===== config.mk =====
export PLATFORM = sky130hd
export DESIGN_NAME = acc_comparator_ctrl
export DESIGN_NICKNAME = d
export VERILOG_FILES = /design/src/include/acc_pkg.sv /design/src/verilog/acc_comparator_ctrl.sv /design/src/verilog/acc_sync2.sv
export SDC_FILE = /design/constraint.sdc
export NUM_CORES = 1
export LEC_CHECK = 0
export BUFFER_PORTS_ARGS = -buffer_cell sky130_fd_sc_hd__clkbuf_2
export CAP_MARGIN = 25
export CORE_UTILIZATION = 45
export DETAILED_ROUTE_END_ITERATION = 10
export PLACE_DENSITY = 0.76
export SETUP_SLACK_MARGIN = 0.5
export SYNTH_ARGS = -nofsm -noshare
export SYNTH_HDL_FRONTEND = slang
export SYNTH_SLANG_ARGS = --single-unit
export TNS_END_PERCENT = 10

===== constraint.sdc =====
create_clock -name aclk -period 1.76 [get_ports aclk]
set_clock_uncertainty 0.05 [all_clocks]
set_input_delay 0.176 -clock aclk [delete_from_list [all_inputs] [get_ports aclk]]
set_output_delay 0.176 -clock aclk [all_outputs]
set_load 0.01 [all_outputs]

===== src/include/acc_pkg.sv =====
// Shared constants and carrier types for the comparator control block.
// Assumes a 32-bit AXI4-Lite register bus with byte addresses.
package acc_pkg;

  // Structure.
  localparam int ACC_NUM_CH      = 2;
  localparam int ACC_AW          = 8;
  localparam int ACC_DW          = 32;
  localparam int ACC_PLUS_ROUTES = 4;
  localparam int ACC_MINUS_CODES = 8;

  // Register byte offsets; channel registers repeat every stride.
  localparam logic [ACC_AW-1:0] ACC_OFF_CFG_BASE = 8'h00;
  localparam logic [ACC_AW-1:0] ACC_OFF_SEL_BASE = 8'h04;
  localparam logic [ACC_AW-1:0] ACC_CH_STRIDE    = 8'h08;
  localparam logic [ACC_AW-1:0] ACC_OFF_MIRROR   = 8'h10;
  localparam logic [ACC_AW-1:0] ACC_OFF_FLAG     = 8'h14;
  localparam logic [ACC_AW-1:0] ACC_OFF_IRQ_EN   = 8'h18;

  // Bit positions of comparator_config.
  localparam int ACC_CFG_EN_BIT   = 7;
  localparam int ACC_CFG_OUT_BIT  = 6;
  localparam int ACC_CFG_POL_BIT  = 4;
  localparam int ACC_CFG_SP_BIT   = 2;
  localparam int ACC_CFG_HYS_BIT  = 1;
  localparam int ACC_CFG_SYNC_BIT = 0;

  // Bit positions of comparator_input_select.
  localparam int ACC_SEL_RISE_BIT  = 7;
  localparam int ACC_SEL_FALL_BIT  = 6;
  localparam int ACC_SEL_PLUS_LSB  = 4;
  localparam int ACC_SEL_MINUS_LSB = 0;

  // Bit positions of the interrupt enable register.
  localparam int ACC_IRQ_GLOBAL_BIT = 7;
  localparam int ACC_IRQ_PERIPH_BIT = 6;

  // Input routing codes.
  localparam logic [1:0] ACC_PLUS_PIN     = 2'h0;
  localparam logic [1:0] ACC_PLUS_DAC     = 2'h1;
  localparam logic [1:0] ACC_PLUS_REF2    = 2'h2;
  localparam logic [1:0] ACC_PLUS_GND     = 2'h3;
  localparam logic [2:0] ACC_MINUS_RSVD_A = 3'h4;
  localparam logic [2:0] ACC_MINUS_RSVD_B = 3'h5;
  localparam logic [2:0] ACC_MINUS_REF2   = 3'h6;
  localparam logic [2:0] ACC_MINUS_GND    = 3'h7;
  localparam logic [ACC_PLUS_ROUTES-1:0] ACC_PLUS_ONE  = 4'h1;
  localparam logic [ACC_MINUS_CODES-1:0] ACC_MINUS_ONE = 8'h01;

  // AXI responses.
  localparam logic [1:0] ACC_RESP_OKAY   = 2'h0;
  localparam logic [1:0] ACC_RESP_SLVERR = 2'h2;

  // Configuration fields of one channel.
  typedef struct packed {
    logic enable;
    logic invert;
    logic speed;
    logic hysteresis;
    logic sync;
  } acc_cfg_t;

  // Input and edge selection of one channel.
  typedef struct packed {
    logic       rise_en;
    logic       fall_en;
    logic [1:0] plus_sel;
    logic [2:0] minus_sel;
  } acc_sel_t;

  // Controls driven into the analog comparator of one channel.
  typedef struct packed {
    logic                       power;
    logic                       speed_high;
    logic                       hysteresis;
    logic [ACC_PLUS_ROUTES-1:0] plus_route;
    logic [ACC_MINUS_CODES-1:0] minus_route;
  } acc_analog_t;

  localparam acc_cfg_t ACC_CFG_RESET = '{enable: 1'b0, invert: 1'b0, speed: 1'b1,
                                         hysteresis: 1'b0, sync: 1'b0};
  localparam acc_sel_t ACC_SEL_RESET = '{rise_en: 1'b0, fall_en: 1'b0,
                                         plus_sel: 2'h0, minus_sel: 3'h0};

endpackage : acc_pkg


===== src/verilog/acc_comparator_ctrl.sv =====
// Digital control of two analog comparators: configuration registers, input
// routing, Timer1 synchronised output and edge interrupt flags.
// Assumes an AXI4-Lite master and the Timer1 clock levels on aclk, and raw
// compare results that are asynchronous.
`timescale 1ns/1ps

module acc_comparator_ctrl
  import acc_pkg::*;
(
  // Clock and reset
  input  wire logic                    aclk,
  input  wire logic                    aresetn,
  // AXI4-Lite write address
  input  wire logic [ACC_AW-1:0]       s_axi_awaddr,
  input  wire logic                    s_axi_awvalid,
  output logic                         s_axi_awready,
  // AXI4-Lite write data
  input  wire logic [ACC_DW-1:0]       s_axi_wdata,
  input  wire logic [ACC_DW/8-1:0]     s_axi_wstrb,
  input  wire logic                    s_axi_wvalid,
  output logic                         s_axi_wready,
  // AXI4-Lite write response
  output logic [1:0]                   s_axi_bresp,
  output logic                         s_axi_bvalid,
  input  wire logic                    s_axi_bready,
  // AXI4-Lite read address
  input  wire logic [ACC_AW-1:0]       s_axi_araddr,
  input  wire logic                    s_axi_arvalid,
  output logic                         s_axi_arready,
  // AXI4-Lite read data
  output logic [ACC_DW-1:0]            s_axi_rdata,
  output logic [1:0]                   s_axi_rresp,
  output logic                         s_axi_rvalid,
  input  wire logic                    s_axi_rready,
  // Analog comparator cores
  input  wire logic [ACC_NUM_CH-1:0]   analog_above,
  output acc_analog_t [ACC_NUM_CH-1:0] analog_ctrl,
  // Timer1 clocking
  input  wire logic                    tmr1_src_clk,
  input  wire logic                    tmr1_prescaled_clk,
  input  wire logic                    tmr1_prescale_on,
  // Comparator outputs to Timer1 gate and pin
  output logic [ACC_NUM_CH-1:0]        tmr1_gate,
  output logic [ACC_NUM_CH-1:0]        compare_pin,
  // Interrupt requests
  output logic [ACC_NUM_CH-1:0]        irq_request
);

  // Write channel state.
  logic              aw_full;
  logic              w_full;
  logic [ACC_AW-1:0] aw_addr_q;
  logic [ACC_DW-1:0] w_data_q;
  logic              w_lane0_q;

  // Shared registers.
  logic [ACC_NUM_CH-1:0] compare_irq_flag;
  logic [ACC_NUM_CH-1:0] compare_irq_enable;
  logic                  peripheral_irq_enable;
  logic                  global_irq_enable;
  logic [ACC_NUM_CH-1:0] result_prev;
  logic                  tmr_clk_prev;
  logic [ACC_NUM_CH-1:0] gate_q;

  // Per-channel combinational results.
  logic [ACC_NUM_CH-1:0]         compare_result;
  logic [ACC_NUM_CH-1:0]         above_sync;
  logic [ACC_NUM_CH-1:0]         edge_set;
  logic [ACC_NUM_CH-1:0]         next_flag;
  logic [ACC_NUM_CH-1:0]         next_gate;
  logic [ACC_NUM_CH-1:0]         next_irq;
  logic [ACC_NUM_CH-1:0]         chan_cfg_en;
  acc_analog_t [ACC_NUM_CH-1:0]  next_analog;
  logic [ACC_NUM_CH-1:0][7:0]    rd_chan_byte;
  logic [ACC_NUM_CH-1:0]         rd_chan_hit;
  logic [ACC_NUM_CH-1:0]         wr_chan_hit;
  logic [7:0]                    rd_chan_or;
  logic                          rd_chan_any;

  // Bus handshakes and decode.
  wire logic       aw_take    = s_axi_awvalid & s_axi_awready;
  wire logic       w_take     = s_axi_wvalid & s_axi_wready;
  wire logic       wr_fire    = aw_full & w_full & ~s_axi_bvalid;
  wire logic       b_done     = s_axi_bvalid & s_axi_bready;
  wire logic       ar_take    = s_axi_arvalid & s_axi_arready;
  wire logic       r_done     = s_axi_rvalid & s_axi_rready;
  wire logic [7:0] w_byte     = w_data_q[7:0];
  wire logic       wr_byte_ok = wr_fire & w_lane0_q;
  wire logic       wr_flag    = wr_byte_ok & (aw_addr_q == ACC_OFF_FLAG);
  wire logic       wr_irq_en  = wr_byte_ok & (aw_addr_q == ACC_OFF_IRQ_EN);
  wire logic       wr_mirror  = aw_addr_q == ACC_OFF_MIRROR;
  wire logic       wr_hit     = (|wr_chan_hit) | wr_mirror
                                | (aw_addr_q == ACC_OFF_FLAG)
                                | (aw_addr_q == ACC_OFF_IRQ_EN);
  wire logic       rd_mirror  = s_axi_araddr == ACC_OFF_MIRROR;
  wire logic       rd_flag    = s_axi_araddr == ACC_OFF_FLAG;
  wire logic       rd_irq_en  = s_axi_araddr == ACC_OFF_IRQ_EN;
  wire logic       rd_hit     = rd_chan_any | rd_mirror | rd_flag | rd_irq_en;

  // Timer1 latch clock and its falling edge.
  wire logic tmr_clk_sel = tmr1_prescale_on ? tmr1_prescaled_clk : tmr1_src_clk;
  wire logic tmr_fall    = tmr_clk_prev & ~tmr_clk_sel;

  // Interrupt enable byte as software sees it.
  logic [7:0] irq_en_byte;
  always_comb begin
    irq_en_byte                     = '0;
    irq_en_byte[ACC_NUM_CH-1:0]     = compare_irq_enable;
    irq_en_byte[ACC_IRQ_PERIPH_BIT] = peripheral_irq_enable;
    irq_en_byte[ACC_IRQ_GLOBAL_BIT] = global_irq_enable;
  end

  // The analog result is asynchronous; it is only ever used after two flops.
  acc_sync2 u_sync (
    .aclk     (aclk),
    .aresetn  (aresetn),
    .async_in (analog_above),
    .sync_out (above_sync)
  );

  genvar g;
  generate
    for (g = 0; g < ACC_NUM_CH; g++) begin : g_chan
      localparam logic [ACC_AW-1:0] CFG_OFF = ACC_AW'(ACC_OFF_CFG_BASE + g * ACC_CH_STRIDE);
      localparam logic [ACC_AW-1:0] SEL_OFF = ACC_AW'(ACC_OFF_SEL_BASE + g * ACC_CH_STRIDE);

      acc_cfg_t cfg_q;
      acc_sel_t sel_q;
      acc_cfg_t next_cfg;
      acc_sel_t next_sel;
      logic [7:0] cfg_byte;
      logic [7:0] sel_byte;

      wire logic cfg_wr = wr_byte_ok & (aw_addr_q == CFG_OFF);
      wire logic sel_wr = wr_byte_ok & (aw_addr_q == SEL_OFF);
      wire logic rd_cfg = s_axi_araddr == CFG_OFF;
      wire logic rd_sel = s_axi_araddr == SEL_OFF;
      wire logic rise   = compare_result[g] & ~result_prev[g];
      wire logic fall   = ~compare_result[g] & result_prev[g];
      wire logic minus_ok = (sel_q.minus_sel != ACC_MINUS_RSVD_A)
                            & (sel_q.minus_sel != ACC_MINUS_RSVD_B);

      // The result bit itself is never stored from a write.
      assign next_cfg = '{enable:     w_byte[ACC_CFG_EN_BIT],
                          invert:     w_byte[ACC_CFG_POL_BIT],
                          speed:      w_byte[ACC_CFG_SP_BIT],
                          hysteresis: w_byte[ACC_CFG_HYS_BIT],
                          sync:       w_byte[ACC_CFG_SYNC_BIT]};
      assign next_sel = '{rise_en:   w_byte[ACC_SEL_RISE_BIT],
                          fall_en:   w_byte[ACC_SEL_FALL_BIT],
                          plus_sel:  w_byte[ACC_SEL_PLUS_LSB +: 2],
                          minus_sel: w_byte[ACC_SEL_MINUS_LSB +: 3]};

      always_ff @(posedge aclk) begin
        if (!aresetn) begin
          cfg_q <= ACC_CFG_RESET;
          sel_q <= ACC_SEL_RESET;
        end else begin
          if (cfg_wr) begin
            cfg_q <= next_cfg;
          end
          if (sel_wr) begin
            sel_q <= next_sel;
          end
        end
      end

      // A disabled comparator outputs low before the polarity stage, so toggling
      // the polarity, or the enable while the synced input is high, moves the result and can flag an edge.
      assign compare_result[g] = (cfg_q.enable & above_sync[g]) ^ cfg_q.invert;
      assign edge_set[g]  = (rise & sel_q.rise_en) | (fall & sel_q.fall_en);
      assign chan_cfg_en[g] = cfg_q.enable;

      // Sync mode holds the output between Timer1 clock falls.
      assign next_gate[g] = cfg_q.sync ? (tmr_fall ? compare_result[g] : gate_q[g])
                                       : compare_result[g];

      // Every switch opens while the comparator is off.
      assign next_analog[g].power       = cfg_q.enable;
      assign next_analog[g].speed_high  = cfg_q.speed;
      assign next_analog[g].hysteresis  = cfg_q.hysteresis;
      assign next_analog[g].plus_route  = cfg_q.enable ? (ACC_PLUS_ONE << sel_q.plus_sel)
                                                       : '0;
      assign next_analog[g].minus_route = (cfg_q.enable & minus_ok)
                                          ? (ACC_MINUS_ONE << sel_q.minus_sel) : '0;

      always_comb begin
        cfg_byte                   = '0;
        cfg_byte[ACC_CFG_EN_BIT]   = cfg_q.enable;
        cfg_byte[ACC_CFG_OUT_BIT]  = compare_result[g];
        cfg_byte[ACC_CFG_POL_BIT]  = cfg_q.invert;
        cfg_byte[ACC_CFG_SP_BIT]   = cfg_q.speed;
        cfg_byte[ACC_CFG_HYS_BIT]  = cfg_q.hysteresis;
        cfg_byte[ACC_CFG_SYNC_BIT] = cfg_q.sync;
        sel_byte                   = '0;
        sel_byte[ACC_SEL_RISE_BIT] = sel_q.rise_en;
        sel_byte[ACC_SEL_FALL_BIT] = sel_q.fall_en;
        sel_byte[ACC_SEL_PLUS_LSB +: 2]  = sel_q.plus_sel;
        sel_byte[ACC_SEL_MINUS_LSB +: 3] = sel_q.minus_sel;
      end

      assign rd_chan_byte[g] = (rd_cfg ? cfg_byte : '0) | (rd_sel ? sel_byte : '0);
      assign rd_chan_hit[g]  = rd_cfg | rd_sel;
      assign wr_chan_hit[g]  = (aw_addr_q == CFG_OFF) | (aw_addr_q == SEL_OFF);
    end
  endgenerate

  // A software write replaces the flag but a same-cycle edge always wins.
  assign next_flag = edge_set | (wr_flag ? w_byte[ACC_NUM_CH-1:0] : compare_irq_flag);
  assign next_irq  = compare_irq_flag & compare_irq_enable & chan_cfg_en
                     & {ACC_NUM_CH{peripheral_irq_enable & global_irq_enable}};

  always_comb begin
    rd_chan_or  = '0;
    rd_chan_any = 1'b0;
    for (int i = 0; i < ACC_NUM_CH; i++) begin
      rd_chan_or  = rd_chan_or | rd_chan_byte[i];
      rd_chan_any = rd_chan_any | rd_chan_hit[i];
    end
  end

  wire logic [7:0] rd_byte = rd_chan_or
                             | (rd_mirror ? 8'(compare_result) : 8'h00)
                             | (rd_flag ? 8'(compare_irq_flag) : 8'h00)
                             | (rd_irq_en ? irq_en_byte : 8'h00);

  // Write address channel; refused until the response is accepted.
  always_ff @(posedge aclk) begin
    if (!aresetn) begin
      s_axi_awready <= 1'b1;
      aw_full       <= 1'b0;
      aw_addr_q     <= '0;
    end else if (aw_take) begin
      s_axi_awready <= 1'b0;
      aw_full       <= 1'b1;
      aw_addr_q     <= s_axi_awaddr;
    end else begin
      if (wr_fire) begin
        aw_full <= 1'b0;
      end
      if (b_done) begin
        s_axi_awready <= 1'b1;
      end
    end
  end

  // Write data channel.
  always_ff @(posedge aclk) begin
    if (!aresetn) begin
      s_axi_wready <= 1'b1;
      w_full       <= 1'b0;
      w_data_q     <= '0;
      w_lane0_q    <= 1'b0;
    end else if (w_take) begin
      s_axi_wready <= 1'b0;
      w_full       <= 1'b1;
      w_data_q     <= s_axi_wdata;
      w_lane0_q    <= s_axi_wstrb[0];
    end else begin
      if (wr_fire) begin
        w_full <= 1'b0;
      end
      if (b_done) begin
        s_axi_wready <= 1'b1;
      end
    end
  end

  // Write response.
  always_ff @(posedge aclk) begin
    if (!aresetn) begin
      s_axi_bvalid <= 1'b0;
      s_axi_bresp  <= ACC_RESP_OKAY;
    end else if (wr_fire) begin
      s_axi_bvalid <= 1'b1;
      s_axi_bresp  <= wr_hit ? ACC_RESP_OKAY : ACC_RESP_SLVERR;
    end else if (b_done) begin
      s_axi_bvalid <= 1'b0;
    end
  end

  // Read channel; one read under way at a time.
  always_ff @(posedge aclk) begin
    if (!aresetn) begin
      s_axi_arready <= 1'b1;
      s_axi_rvalid  <= 1'b0;
      s_axi_rdata   <= '0;
      s_axi_rresp   <= ACC_RESP_OKAY;
    end else if (ar_take) begin
      s_axi_arready <= 1'b0;
      s_axi_rvalid  <= 1'b1;
      s_axi_rdata   <= ACC_DW'(rd_byte);
      s_axi_rresp   <= rd_hit ? ACC_RESP_OKAY : ACC_RESP_SLVERR;
    end else if (r_done) begin
      s_axi_arready <= 1'b1;
      s_axi_rvalid  <= 1'b0;
    end
  end

  // Interrupt enables.
  always_ff @(posedge aclk) begin
    if (!aresetn) begin
      compare_irq_enable    <= '0;
      peripheral_irq_enable <= 1'b0;
      global_irq_enable     <= 1'b0;
    end else if (wr_irq_en) begin
      compare_irq_enable    <= w_byte[ACC_NUM_CH-1:0];
      peripheral_irq_enable <= w_byte[ACC_IRQ_PERIPH_BIT];
      global_irq_enable     <= w_byte[ACC_IRQ_GLOBAL_BIT];
    end
  end

  // Status, edge history, Timer1 latch and registered outputs.
  always_ff @(posedge aclk) begin
    if (!aresetn) begin
      compare_irq_flag <= '0;
      result_prev      <= '0;
      tmr_clk_prev     <= 1'b0;
      gate_q           <= '0;
      analog_ctrl      <= '0;
      irq_request      <= '0;
    end else begin
      compare_irq_flag <= next_flag;
      result_prev      <= compare_result;
      tmr_clk_prev     <= tmr_clk_sel;
      gate_q           <= next_gate;
      analog_ctrl      <= next_analog;
      irq_request      <= next_irq;
    end
  end

  // Timer1 gate and pin share one flop, so they never disagree.
  assign tmr1_gate   = gate_q;
  assign compare_pin = gate_q;

endmodule : acc_comparator_ctrl


===== src/verilog/acc_sync2.sv =====
// Two-stage synchroniser for a vector of independent levels.
// Assumes each bit changes slowly relative to aclk; bits are not coherent.
`timescale 1ns/1ps

module acc_sync2
  import acc_pkg::*;
(
  // Clock and reset
  input  wire logic                  aclk,
  input  wire logic                  aresetn,
  // Levels
  input  wire logic [ACC_NUM_CH-1:0] async_in,
  output logic      [ACC_NUM_CH-1:0] sync_out
);

  logic [ACC_NUM_CH-1:0] stage1;

  // The first stage feeds only the second, so a metastable value never fans out.
  always_ff @(posedge aclk) begin
    if (!aresetn) begin
      stage1   <= '0;
      sync_out <= '0;
    end else begin
      stage1   <= async_in;
      sync_out <= stage1;
    end
  end

endmodule : acc_sync2

# Yosys cells after proc, flatten, opt, wreduce, memory -nomap -nowiden
# Cells that the tools add are included.
[totals]
reg_bits = 107
latchBits = 0
ramBits = 0
mem_bits_ro = 0
input_bits = 64
elab_cells = 175
mem_count = 0
[op_classes]
add_sub_neg = 0
mul = 0
div_mod_pow = 0
magnitude_cmp = 0
eq_ne = 18
shift = 4
n_mux = 27
n_bitwise = 61
n_reduce_logical = 13
[ops]
columns = ["cell", "n"]
rows = [
  ["equality test 8 x 5 -> 1 bit, second input constant", 6],
  ["two-way mux 8 bit", 5],
  ["equality test 8 x 4 -> 1 bit, second input constant", 4],
  ["OR 8 bit", 4],
  ["bitwise AND 1 bit", 30],
  ["two-way mux 1 bit", 17],
  ["equality test 8 x 3 -> 1 bit, second input constant", 2],
  ["logical NOT 8 bit", 2],
  ["OR 8 x 2 -> 8 bit", 2],
  ["<< shifter 1 x 3 -> 8 bit, first input constant", 2],
  ["OR 1 bit", 13],
  ["inequality test 3 bit, second input constant", 4],
  ["nonzero test 2 bit", 6],
  ["two-way mux 2 bit", 5],
  ["AND reduction 2 bit", 4],
  ["<< shifter 1 x 2 -> 4 bit, first input constant", 2],
  ["bitwise AND 2 bit", 3],
  ["NOT 1 bit", 6],
  ["inequality test 2 bit, second input constant", 2],
  ["OR 2 bit", 1],
  ["OR reduction 2 bit", 1],
  ["XOR 1 bit", 2],
]

# Longest topological paths before layout
# Gate-level depths: netlist of run 1.
[logic_depth]
ltp_word = 8
depth_mapped = 6
depth_no_buf = 4

# By module
# Synthesis of run 1 repeated with hierarchy kept, for this count alone.
[unflattened]
cells_unflattened = 437
hier_area_um2 = 4083.9
[modules_own_cells]
columns = ["module", "instances", "cells_per_inst", "area_each_um2", "seq_area_each_um2"]
rows = [
  ["acc_comparator_ctrl", 1, 429, 3978.8, 1981.9],
  ["acc_sync2", 1, 8, 105.1, 80.1],
]

# Worst setup path after synthesis of run 1
# OpenSTA, ideal clock, no wires.
[synth_path]
path_kind = "register -> register"
startpoint = "reg aw_addr_q[7]"
endpoint = "reg g_chan[1].sel_q (netlist bit g_chan[1].sel_byte[0])"
t_arrival_ps = 1599
t_required_ps = 1586
setup_slack_ps = -13
path_stages_with_launch = 5
synth_period_minus_slack_ps = 1773
cell_sequence = "dfxtp_1 -> or4_4 -> nor4_4 -> nand3_2 -> mux2i_1"
[synth_between]
elab_chain_cells = 2
[synth_rtl]
columns = ["item", "line", "text"]
rows = [
  ["from (decl)", "acc_comparator_ctrl.sv:52", "logic [ACC_AW-1:0] aw_addr_q;"],
  ["from (signal assigned)", "acc_comparator_ctrl.sv:236", "aw_addr_q <= s_axi_awaddr;"],
  ["equality test 8 x 4 -> 1 bit", "acc_comparator_ctrl.sv:135", "wire logic sel_wr = wr_byte_ok & (aw_addr_q == SEL_OFF);"],
  ["bitwise AND 1 bit", "acc_comparator_ctrl.sv:135", ""],
  ["to (signal assigned)", "acc_comparator_ctrl.sv:163", "sel_q <= next_sel;"],
  ["to (decl)", "acc_comparator_ctrl.sv:128", "acc_sel_t sel_q;"],
]
# No other way between the ends.
# A chain may end at the register's enable or synchronous reset.

# Worst setup path in the final report of run 1
[layout_path]
startpoint = "reg aw_addr_q[6]"
endpoint = "reg compare_irq_enable[0]"
[layout_between]
elab_chain_cells = 2
[layout_rtl]
columns = ["item", "line", "text"]
rows = [
  ["equality test 8 x 5 -> 1 bit", "acc_comparator_ctrl.sv:90", "wire logic wr_irq_en = wr_byte_ok & (aw_addr_q == ACC_OFF_IRQ_EN);"],
  ["bitwise AND 1 bit", "acc_comparator_ctrl.sv:90", ""],
  ["to (signal assigned)", "acc_comparator_ctrl.sv:307", "compare_irq_enable <= w_byte[ACC_NUM_CH-1:0];"],
  ["to (decl)", "acc_comparator_ctrl.sv:58", "logic [ACC_NUM_CH-1:0] compare_irq_enable;"],
]
# No other way between the ends.

==> results.txt, run 1 <==
- CTS tree: yes
- Worst-path cell with the longest stage delay: or4_4
- No sink is reached through more buffers than the 2 on the longest clock path.
- The cell family contributing the most delay on the critical path is simple AND/OR/NAND/NOR gates.
* CTS buffer count: 9
- Entering global routing, the biggest net connects 26 pins.
* Cell area power density: 851.4 nW/µm²
* Commonest register cell after synthesis: dfxtp_1
- Origin of the worst min-delay path: s_axi_wdata[7]
- Count of flip-flops with a built-in enable after synthesis: 0
* # DRC: 0
* Grt ovf: 0
- Die outline height: 96.92 µm
- For this configuration, the core starts out at a cell density of 46.48%.
* PortBufs: 85
* Post-Synth XOR/XNOR Area: 0.2160%
* Path depth of the worst reg2reg path: 5
* Wire length of the first global-routing pass: 13720 µm
- The worst hold path passes through 3 cells.
* Leakage: 2.227 nW
- The die is 96.92 µm wide.
- Along the worst path, the maximum fanout reaches 4.
* Run status: complete, but fails checks
* Violated checks: setup timing
* Clock latency at the later pin of the worst-skew pair: 0.36 ns
- FF-to-FF End: compare_irq_enable[0]
* Cell area after technology mapping: 4054 µm²
- For the worst setup path, the data required time is 1.95 ns.
- Of all flip-flops after synthesis, the portion carrying an async set or reset was 0%.
* Clock sink count: 103
- Summed over all layers, the routed wires come to 8474 µm.
- Crit path depth: 5
- Number of antenna violations at the first check in global routing: 0
- In the layout the commonest cells are dfxtp_1 (101), clkbuf_2 (84), nand2_1 (76).
- RSZ-0062 raised after global routing: yes
* Vias per inst: 5.047
- The finished cells cover 4920 µm².
* Final Worst Setup Slack: -0.01472 ns
* Antenna-violating nets left: 0
- Detailed placement ended at an HPWL of 6151 µm.
- R2R Setup Slk: -0.01 ns
* Setup bufs post-CTS: 0
* Critical Path, Cell by Cell: or4_4 -> nor4_4 -> buf_4 -> mux2i_1 -> nor2b_1
* Total number of nets in the final design: 596
- Global-route total usage across every layer: 18.20%
- Number of distinct library cell variants in the gate-level netlist after synthesis: 45
* Average footprint of a synthesized cell: 9.494 µm²
* Top cell type's share of synthesized area: 50.86%
- RD Place Congestion: 0.8540
- CTS placed an instance of clkbuf_8 at the clock tree root.
- In the final layout, the multi-input gates occupy 1826 µm².
- In the final layout, the share of cells above drive strength 1 is 24.44%.
* Diode count: 0
* YS warnings: 0
- Fraction of the mapped netlist area in compound gates: 8.951%
- Counting both buffers and inverters, the worst setup path holds a total of 1.
- Timing would allow up to 563.5 MHz.
* DR WL/cell: 13.16 µm
* Via count of the first global-routing pass: 2961
- Total count of max-transition violations in the final report: 0
* Pre-CTS worst setup slack: -0.03732 ns
- Counting every instance in the synthesized netlist gives 427.
* Post-route insts no fill: 644
- Layout overhead on the synthesized area: 21.36%
- Summing the areas of all and, or, nand and nor instances in the mapped netlist gives 20.96% of the synthesized area.
* Total Die Area: 9393 µm²
- STA classifies the critical path startpoint as a register.
- In this run, placement finished with an instance count of 614.
- Crit end category: register
- For this run, the register share of the synthesized area comes to 50.86%.
- Hold Violations, Final: 0
* Delay of the slowest cell on the worst path: 0.58 ns
- Type of the tightest min-delay check: input port to register
* Dominant combinational cell family by area after synthesis: simple AND/OR/NAND/NOR gates
* Hold endpoint: w_data_q[7]
- Crit Reg-Reg Startpoint: aw_addr_q[6]
* Layout filler cell count: 760
- Mux contribution to synthesized area: 11.05%
* Max-Cap Viols: 0
- Adder and majority cell fraction of the synthesized area: 0%
* Share of the cycle needed by the critical path after routing: 100.8%
- Synth top area cells: dfxtp_1 (51%), mux2i_1 (9.4%), nand2_1 (7.1%), buf_4 (5.6%), a21oi_1 (3.0%)
- Total power draw: 0.004188 W
* Final period demand of the worst path: 1.775 ns
- Arrival time reported for the critical path endpoint: 1.97 ns
- Cell type with the highest aggregate area in the netlist: dfxtp_1
* Detailed Route Iter0 Violations: 93
* Worst-path clk slew: 0.08 ns
* Sequential cell area in the final layout: 2064 µm²
- I/O pin count: 141
- Peak supply drop: 0.3758 mV
- H-Tree Level Count: 3
* Post-DP Area: 4532 µm²
- Setup violators final: 4
- Floorplan row count: 34
- Number of detailed-route iterations in the first pass: 4
- The worst setup path is of the register to register kind.
- Floorplan core area: 8721 µm²
* Total number of vias: 3250
- #FFs+latches synth: 103
- Leaving out fill and tap cells, the most frequent cell in the layout is dfxtp_1.
## cells by family after synthesis
kind of cell,Yosys count
simple gates,166
mux,42
compound gates,59
buf+inv,55
flops,103
xor+xnor,1
other cells,1
## layout make-up
| cell class | instances | area share [%] |
|---|---|---|
| inverter | 7 | 0.5341 |
| tap | 108 | 2.747 |
| clock buffer | 12 | 2.950 |
| multi-input combinational | 299 | 37.11 |
| timing repair buffer | 112 | 13.81 |
| sequential | 103 | 41.96 |
| clock inverter | 3 | 0.8901 |
## repair_timing
item | in CTS | in global routing
hold endpoints to repair | 14 | 1
hold buffers | 14 | 1
resized for setup | 4 | 8
setup endpoints to repair | 33 | 39
pin swaps | 2 | 4
## state kept, by name (all words and copies together) (netlist names), 2 cells and up
register,cells
irq_request,2
g_chan.sel_byte,14
compare_irq_flag,2
s_axi_rdata,7
w_data_q,7
compare_irq_enable,2
g_chan.cfg_byte,8
compare_pin,2
aw_addr_q,8
chan_cfg_en,2
analog_ctrl,30
u_sync.stage1,2
result_prev,2
u_sync.sync_out,2
## worst max path at each step
stage / start / slack, ns / to
final: aw_addr_q[6] / -0.01 / compare_irq_enable[0]
after global routing: aw_addr_q[6] / -0.08 / g_chan[1].sel_byte[7]
after CTS: aw_addr_q[6] / -0.03 / compare_irq_enable[0]
after detailed placement: aw_addr_q[6] / -0.04 / chan_cfg_en[1]
after global placement: aw_addr_q[6] / 0.004 / chan_cfg_en[1]
after floorplan: aw_addr_q[6] / 0.03 / g_chan[0].sel_byte[0]
## through the flow
step	hold WS, ns	setup TNS (ns)	utilization [%]
floorplan	0.2533	0	-
global placement	0.3406	0	51.97
detailed placement	0.3386	-0.1340	51.97
CTS	0.0006172	-0.1267	55.98
global route	0.02164	-0.8074	56.41
finish	0.004162	-0.01940	56.41
## metal layers
layer / share of wire, % / track usage (%)
met2: 49 / 30.66
met4: 2.3 / 8.840
met3: 3.1 / 2.746
met5: 0 / 0
met1: 46 / 22.71
## report_power, final
group          switching (W)  leakage, nW  internal [W]
sequential         0.0000425        0.839       0.00239
clock               0.000735       0.0964      0.000691
combinational       0.000195         1.29      0.000140
## cells in the mapped netlist, types with 6 or more instances
master,number
o21ai_0,9
nand3_1,8
mux2i_1,38
a21oi_1,24
clkbuf_1,18
buf_4,30
and2_1,11
nor2_1,22
nand4_1,6
nand2b_1,8
a21boi_0,10
dfxtp_1,103
inv_1,6
nand2_1,77
a31oi_1,6
nor3_1,6
## worst register-to-register path: stages (launching register included)
cell and delay, ns:
dfxtp_2 0.33, or4_4 0.58, nor4_4 0.27, buf_4 0.19
mux2i_1 0.19, nor2b_1 0.06
(Power assumes the default switching activity.)
==> run 2, diff against run 1 <==
--- a/config.mk
+++ b/config.mk
@@ -9,7 +9,7 @@
 export CAP_MARGIN = 25
 export CORE_UTILIZATION = 45
 export DETAILED_ROUTE_END_ITERATION = 10
-export PLACE_DENSITY = 0.76
+export PLACE_DENSITY = 0.73
 export SETUP_SLACK_MARGIN = 0.5
 export SYNTH_ARGS = -nofsm -noshare
 export SYNTH_HDL_FRONTEND = slang
==> constraint.sdc (replaced) <==
create_clock -name aclk -period 1.73 [get_ports aclk]
set_clock_uncertainty 0.05 [all_clocks]
set_input_delay 0.173 -clock aclk [delete_from_list [all_inputs] [get_ports aclk]]
set_output_delay 0.173 -clock aclk [all_outputs]
set_load 0.01 [all_outputs]
==> run 2 against run 1 <==
  * Fmax down 0.79%
  * Flip-flop and latch count unchanged
  * Setup slack worse by 0.044 ns
  * Critical endpoint is now g_chan[1].sel_byte[4]
  * Critical path depth unchanged
  * Final cell count up 0.47%
  * The flow still finishes with violations (setup timing)
  * Combinational power up 3%
  * Non-clock buffer count up 2
  * Highest routed layer unchanged
==> results.txt, run 2 (synthesis results as in run 1) <==
- The startpoint identified for the worst register-to-register timing path is aw_addr_q[1].
- In this run the clock root is driven by a clkbuf_8.
- On the critical path the largest part of the delay comes from simple AND/OR/NAND/NOR gates.
- Register name with the most flops: analog_ctrl
* Sw Ratio: 24.52% (+1.3 points)
- The wire length of the first global-routing pass is 14060 µm (+2.5%).
- # DRC: 0 (unchanged)
* Number of antenna violations at the first check in global routing: 0 (unchanged)
* Worst-path cell with the longest stage delay: or4_4
- The via count of the first global-routing pass was 2994 (+1.1%).
- Fraction of layout instances using a drive strength above 1: 25.05% (+0.61 points)
- The biggest cell delay along the critical path was 0.59 ns (about the same).
* Net switching power of the design: 0.001066 W (+9.7%)
- The maximum net fanout on the critical path came to 7 (+3).
- The die area was 9393 µm² (unchanged).
- The final count of pins violating max slew came to 0 (unchanged).
- Final period demand of the worst path: 1.789 ns (+0.01419 ns)
- The placeable core area came to 8721 µm² (unchanged).
- Max-Cap Viols: 0 (unchanged)
* Sequential cell area in the final layout: 2063 µm² (about the same)
- Arrival time reported for the critical path endpoint: 2.00 ns (+0.03 ns)
- Setup bufs post-CTS: 0 (unchanged)
- The number of antenna cells inserted is 0 (unchanged).
- Share of total power in combinational logic: 7.9% (about the same)
- Crit path depth: 5 (unchanged)
- The data required time at the worst endpoint came to 1.94 ns (about the same).
- The number of levels the H-tree was split into is 3 (unchanged).
* Number of detailed-route iterations in the first pass: 4 (unchanged)
* Path depth of the worst reg2reg path: 5 (unchanged)
* Leakage: 2.242 nW (+0.64%)
* Die Span X: 96.92 µm (unchanged)
- The clock edge transition at the registers on the reported setup and hold paths was 0.10 ns (+0.02 ns).
- Critical Path, Cell by Cell: or4_4 -> nor4_4 -> buf_4 -> nand3_4 -> mux2i_1
- By startpoint and endpoint, the worst setup path is classified as register to register.
- The post-detailed-route count of antenna-violating nets is 0 (unchanged).
* PortBufs: 85 (unchanged)
- The final reports fail on setup timing.
* Maximum clock frequency: 559.0 MHz (-0.79%)
- Total number of vias: 3251 (+0.031%)
- The area of combinational cells with multiple inputs was 1837 µm² (+0.62%).
- Total routed wirelength: 8613 µm (+1.6%)
* Total power draw: 0.004350 W (+3.9%)
- The routed wirelength normalized by instance count is 13.31 µm (+1.2%).
- CTS buffer count: 9 (unchanged)
* Internal Dissipation: 0.003284 W (+2.1%)
- I/O pin count: 141 (unchanged)
* Run status: complete, but fails checks
- The final-layout fill cell count was 763 (+0.39%).
- The final weighted congestion of routability-driven global placement was 0.8789 (+2.9%).
* Hold Violations, Final: 0 (unchanged)
* Cell area power density: 877.3 nW/µm² (+3.0%)
* Peak supply drop: 0.4470 mV (+19%)
- Part of the total power dissipated in sequential elements: 56.8% (-1.2 points)
* Type of the tightest min-delay check: input port to register
- RSZ-0062 raised after global routing: yes
- Most common cell after layout, fill and taps aside: dfxtp_1
- The post-layout net count came to 598 (+0.34%).
- Layout overhead on the synthesized area: 22.31%
* Worst Hold Slack: 0.01613 ns (+0.01197 ns)
- The number of buffers and inverters on the critical path is 1 (unchanged).
- The worst setup path is launched from a register.
- The maximum buffer depth of the clock tree is 2 (unchanged).
* Initial standard-cell utilization of the core: 46.48% (unchanged)
* Setup violators final: 12 (+8)
- Grt ovf: 0 (unchanged)
- The largest net degree at the start of global routing was 27 (+3.8%).
* CP Launch Point: aw_addr_q[1]
- The y dimension of the die is 96.92 µm (unchanged).
- FF-to-FF End: g_chan[1].sel_byte[4]
- Final Worst Setup Slack: -0.05891 ns (-0.04419 ns)
* Core occupancy in the finished layout: 56.86% (+0.44 points)
* Share of the cycle needed by the critical path after routing: 103.4% (+2.6 points)
- The detailed placer's ending HPWL was 6134 µm (-0.28%).
* Termination of the worst setup path: g_chan[1].sel_byte[4]
- Share of power burned in the clock network: 35.3% (+1.3 points)
* Clock sink count: 103 (unchanged)
* R2R Setup Slk: -0.06 ns (-0.04 ns)
- STA classifies the critical path endpoint as a register.
- The global-route usage over all layers came to 18.75% (+0.55 points).
* Max reg flops: 30 (unchanged)
- CTS tree: yes
- Commonest cells after routing, fill and taps aside: dfxtp_1 (102), clkbuf_2 (85), nand2_1 (75)
* Vias per inst: 5.025 (-0.43%)
* Clock latency at the later pin of the worst-skew pair: 0.38 ns (+0.02 ns)
* Detailed Route Iter0 Violations: 120 (+29%)
- The site row count is 34 (unchanged).
## run 2: power groups by stage
| stage | sequential, W | combinational [W] | clock (W) |
|---|---|---|---|
| 2_1_floorplan | 0.00252 | 0.000241 | 0 |
| 3_3_place_gp | 0.00252 | 0.000302 | 0 |
| 3_5_place_dp | 0.00253 | 0.000308 | 0 |
| 4_1_cts | 0.00247 | 0.000341 | 0.00156 |
| 5_1_grt | 0.00248 | 0.000383 | 0.00166 |
| 6_report | 0.00247 | 0.000345 | 0.00153 |
## run 2: worst register-to-register path: stages, from the launching register on
cell and delay [ns]:
dfxtp_1 0.32, or4_4 0.59, nor4_4 0.17, buf_4 0.19, nand3_4 0.17, mux2i_1 0.18
## run 2: per-stage QoR
stage	cells	setup WS, ns	setup TNS (ns)	instance area (µm²)
after floorplan	457	0.001508	0	4178
after global placement	613	-0.02002	-0.05447	4524
after detailed placement	613	-0.03250	-0.2567	4524
after CTS	647	-0.05484	-0.5729	4926
after global routing	647	-0.1230	-1.274	4959
final	647	-0.05891	-0.3557	4959
## run 2: cell type report
class	count	area share (%)
Inverter	7	0.5299
Tap cell	108	2.725
Sequential cell	103	41.61
Timing Repair Buffer	114	13.95
Multi-Input combinational cell	299	37.04
Clock inverter	6	1.363
Clock buffer	10	2.776
## run 2: how the worst min path moves through the flow
stage,cells after the start,end,slack [ns],from
6_report,3,tmr_clk_prev,0.02,tmr1_src_clk
5_1_grt,3,s_axi_rvalid,0.04,s_axi_rready
4_1_cts,3,tmr_clk_prev,0.03,tmr1_src_clk
3_5_place_dp,2,u_sync.stage1[0],0.33,analog_above[0]
3_3_place_gp,2,u_sync.stage1[0],0.34,analog_above[0]
2_1_floorplan,1,u_sync.stage1[0],0.25,analog_above[0]
## run 2: per-layer routing
layer	track usage, %	up-vias	share of wire, %	routed length, µm
met3	3.324	13	4.7	405
li1	-	1617	-	-
met4	8.726	0	1.8	151
met1	23.72	1525	46	3950
met5	0	-	0	0
met2	31.04	96	48	4106
## run 2: what timing repair did
| item | in CTS | in global routing |
|---|---|---|
| endpoints found under the setup margin | 37 | 45 |
| gates resized for setup | 4 | 9 |
| hold endpoints to repair | 18 | 0 |
| hold buffers | 18 | 0 |
| pin swaps | 2 | 1 |
| cloned | 0 | 0 |
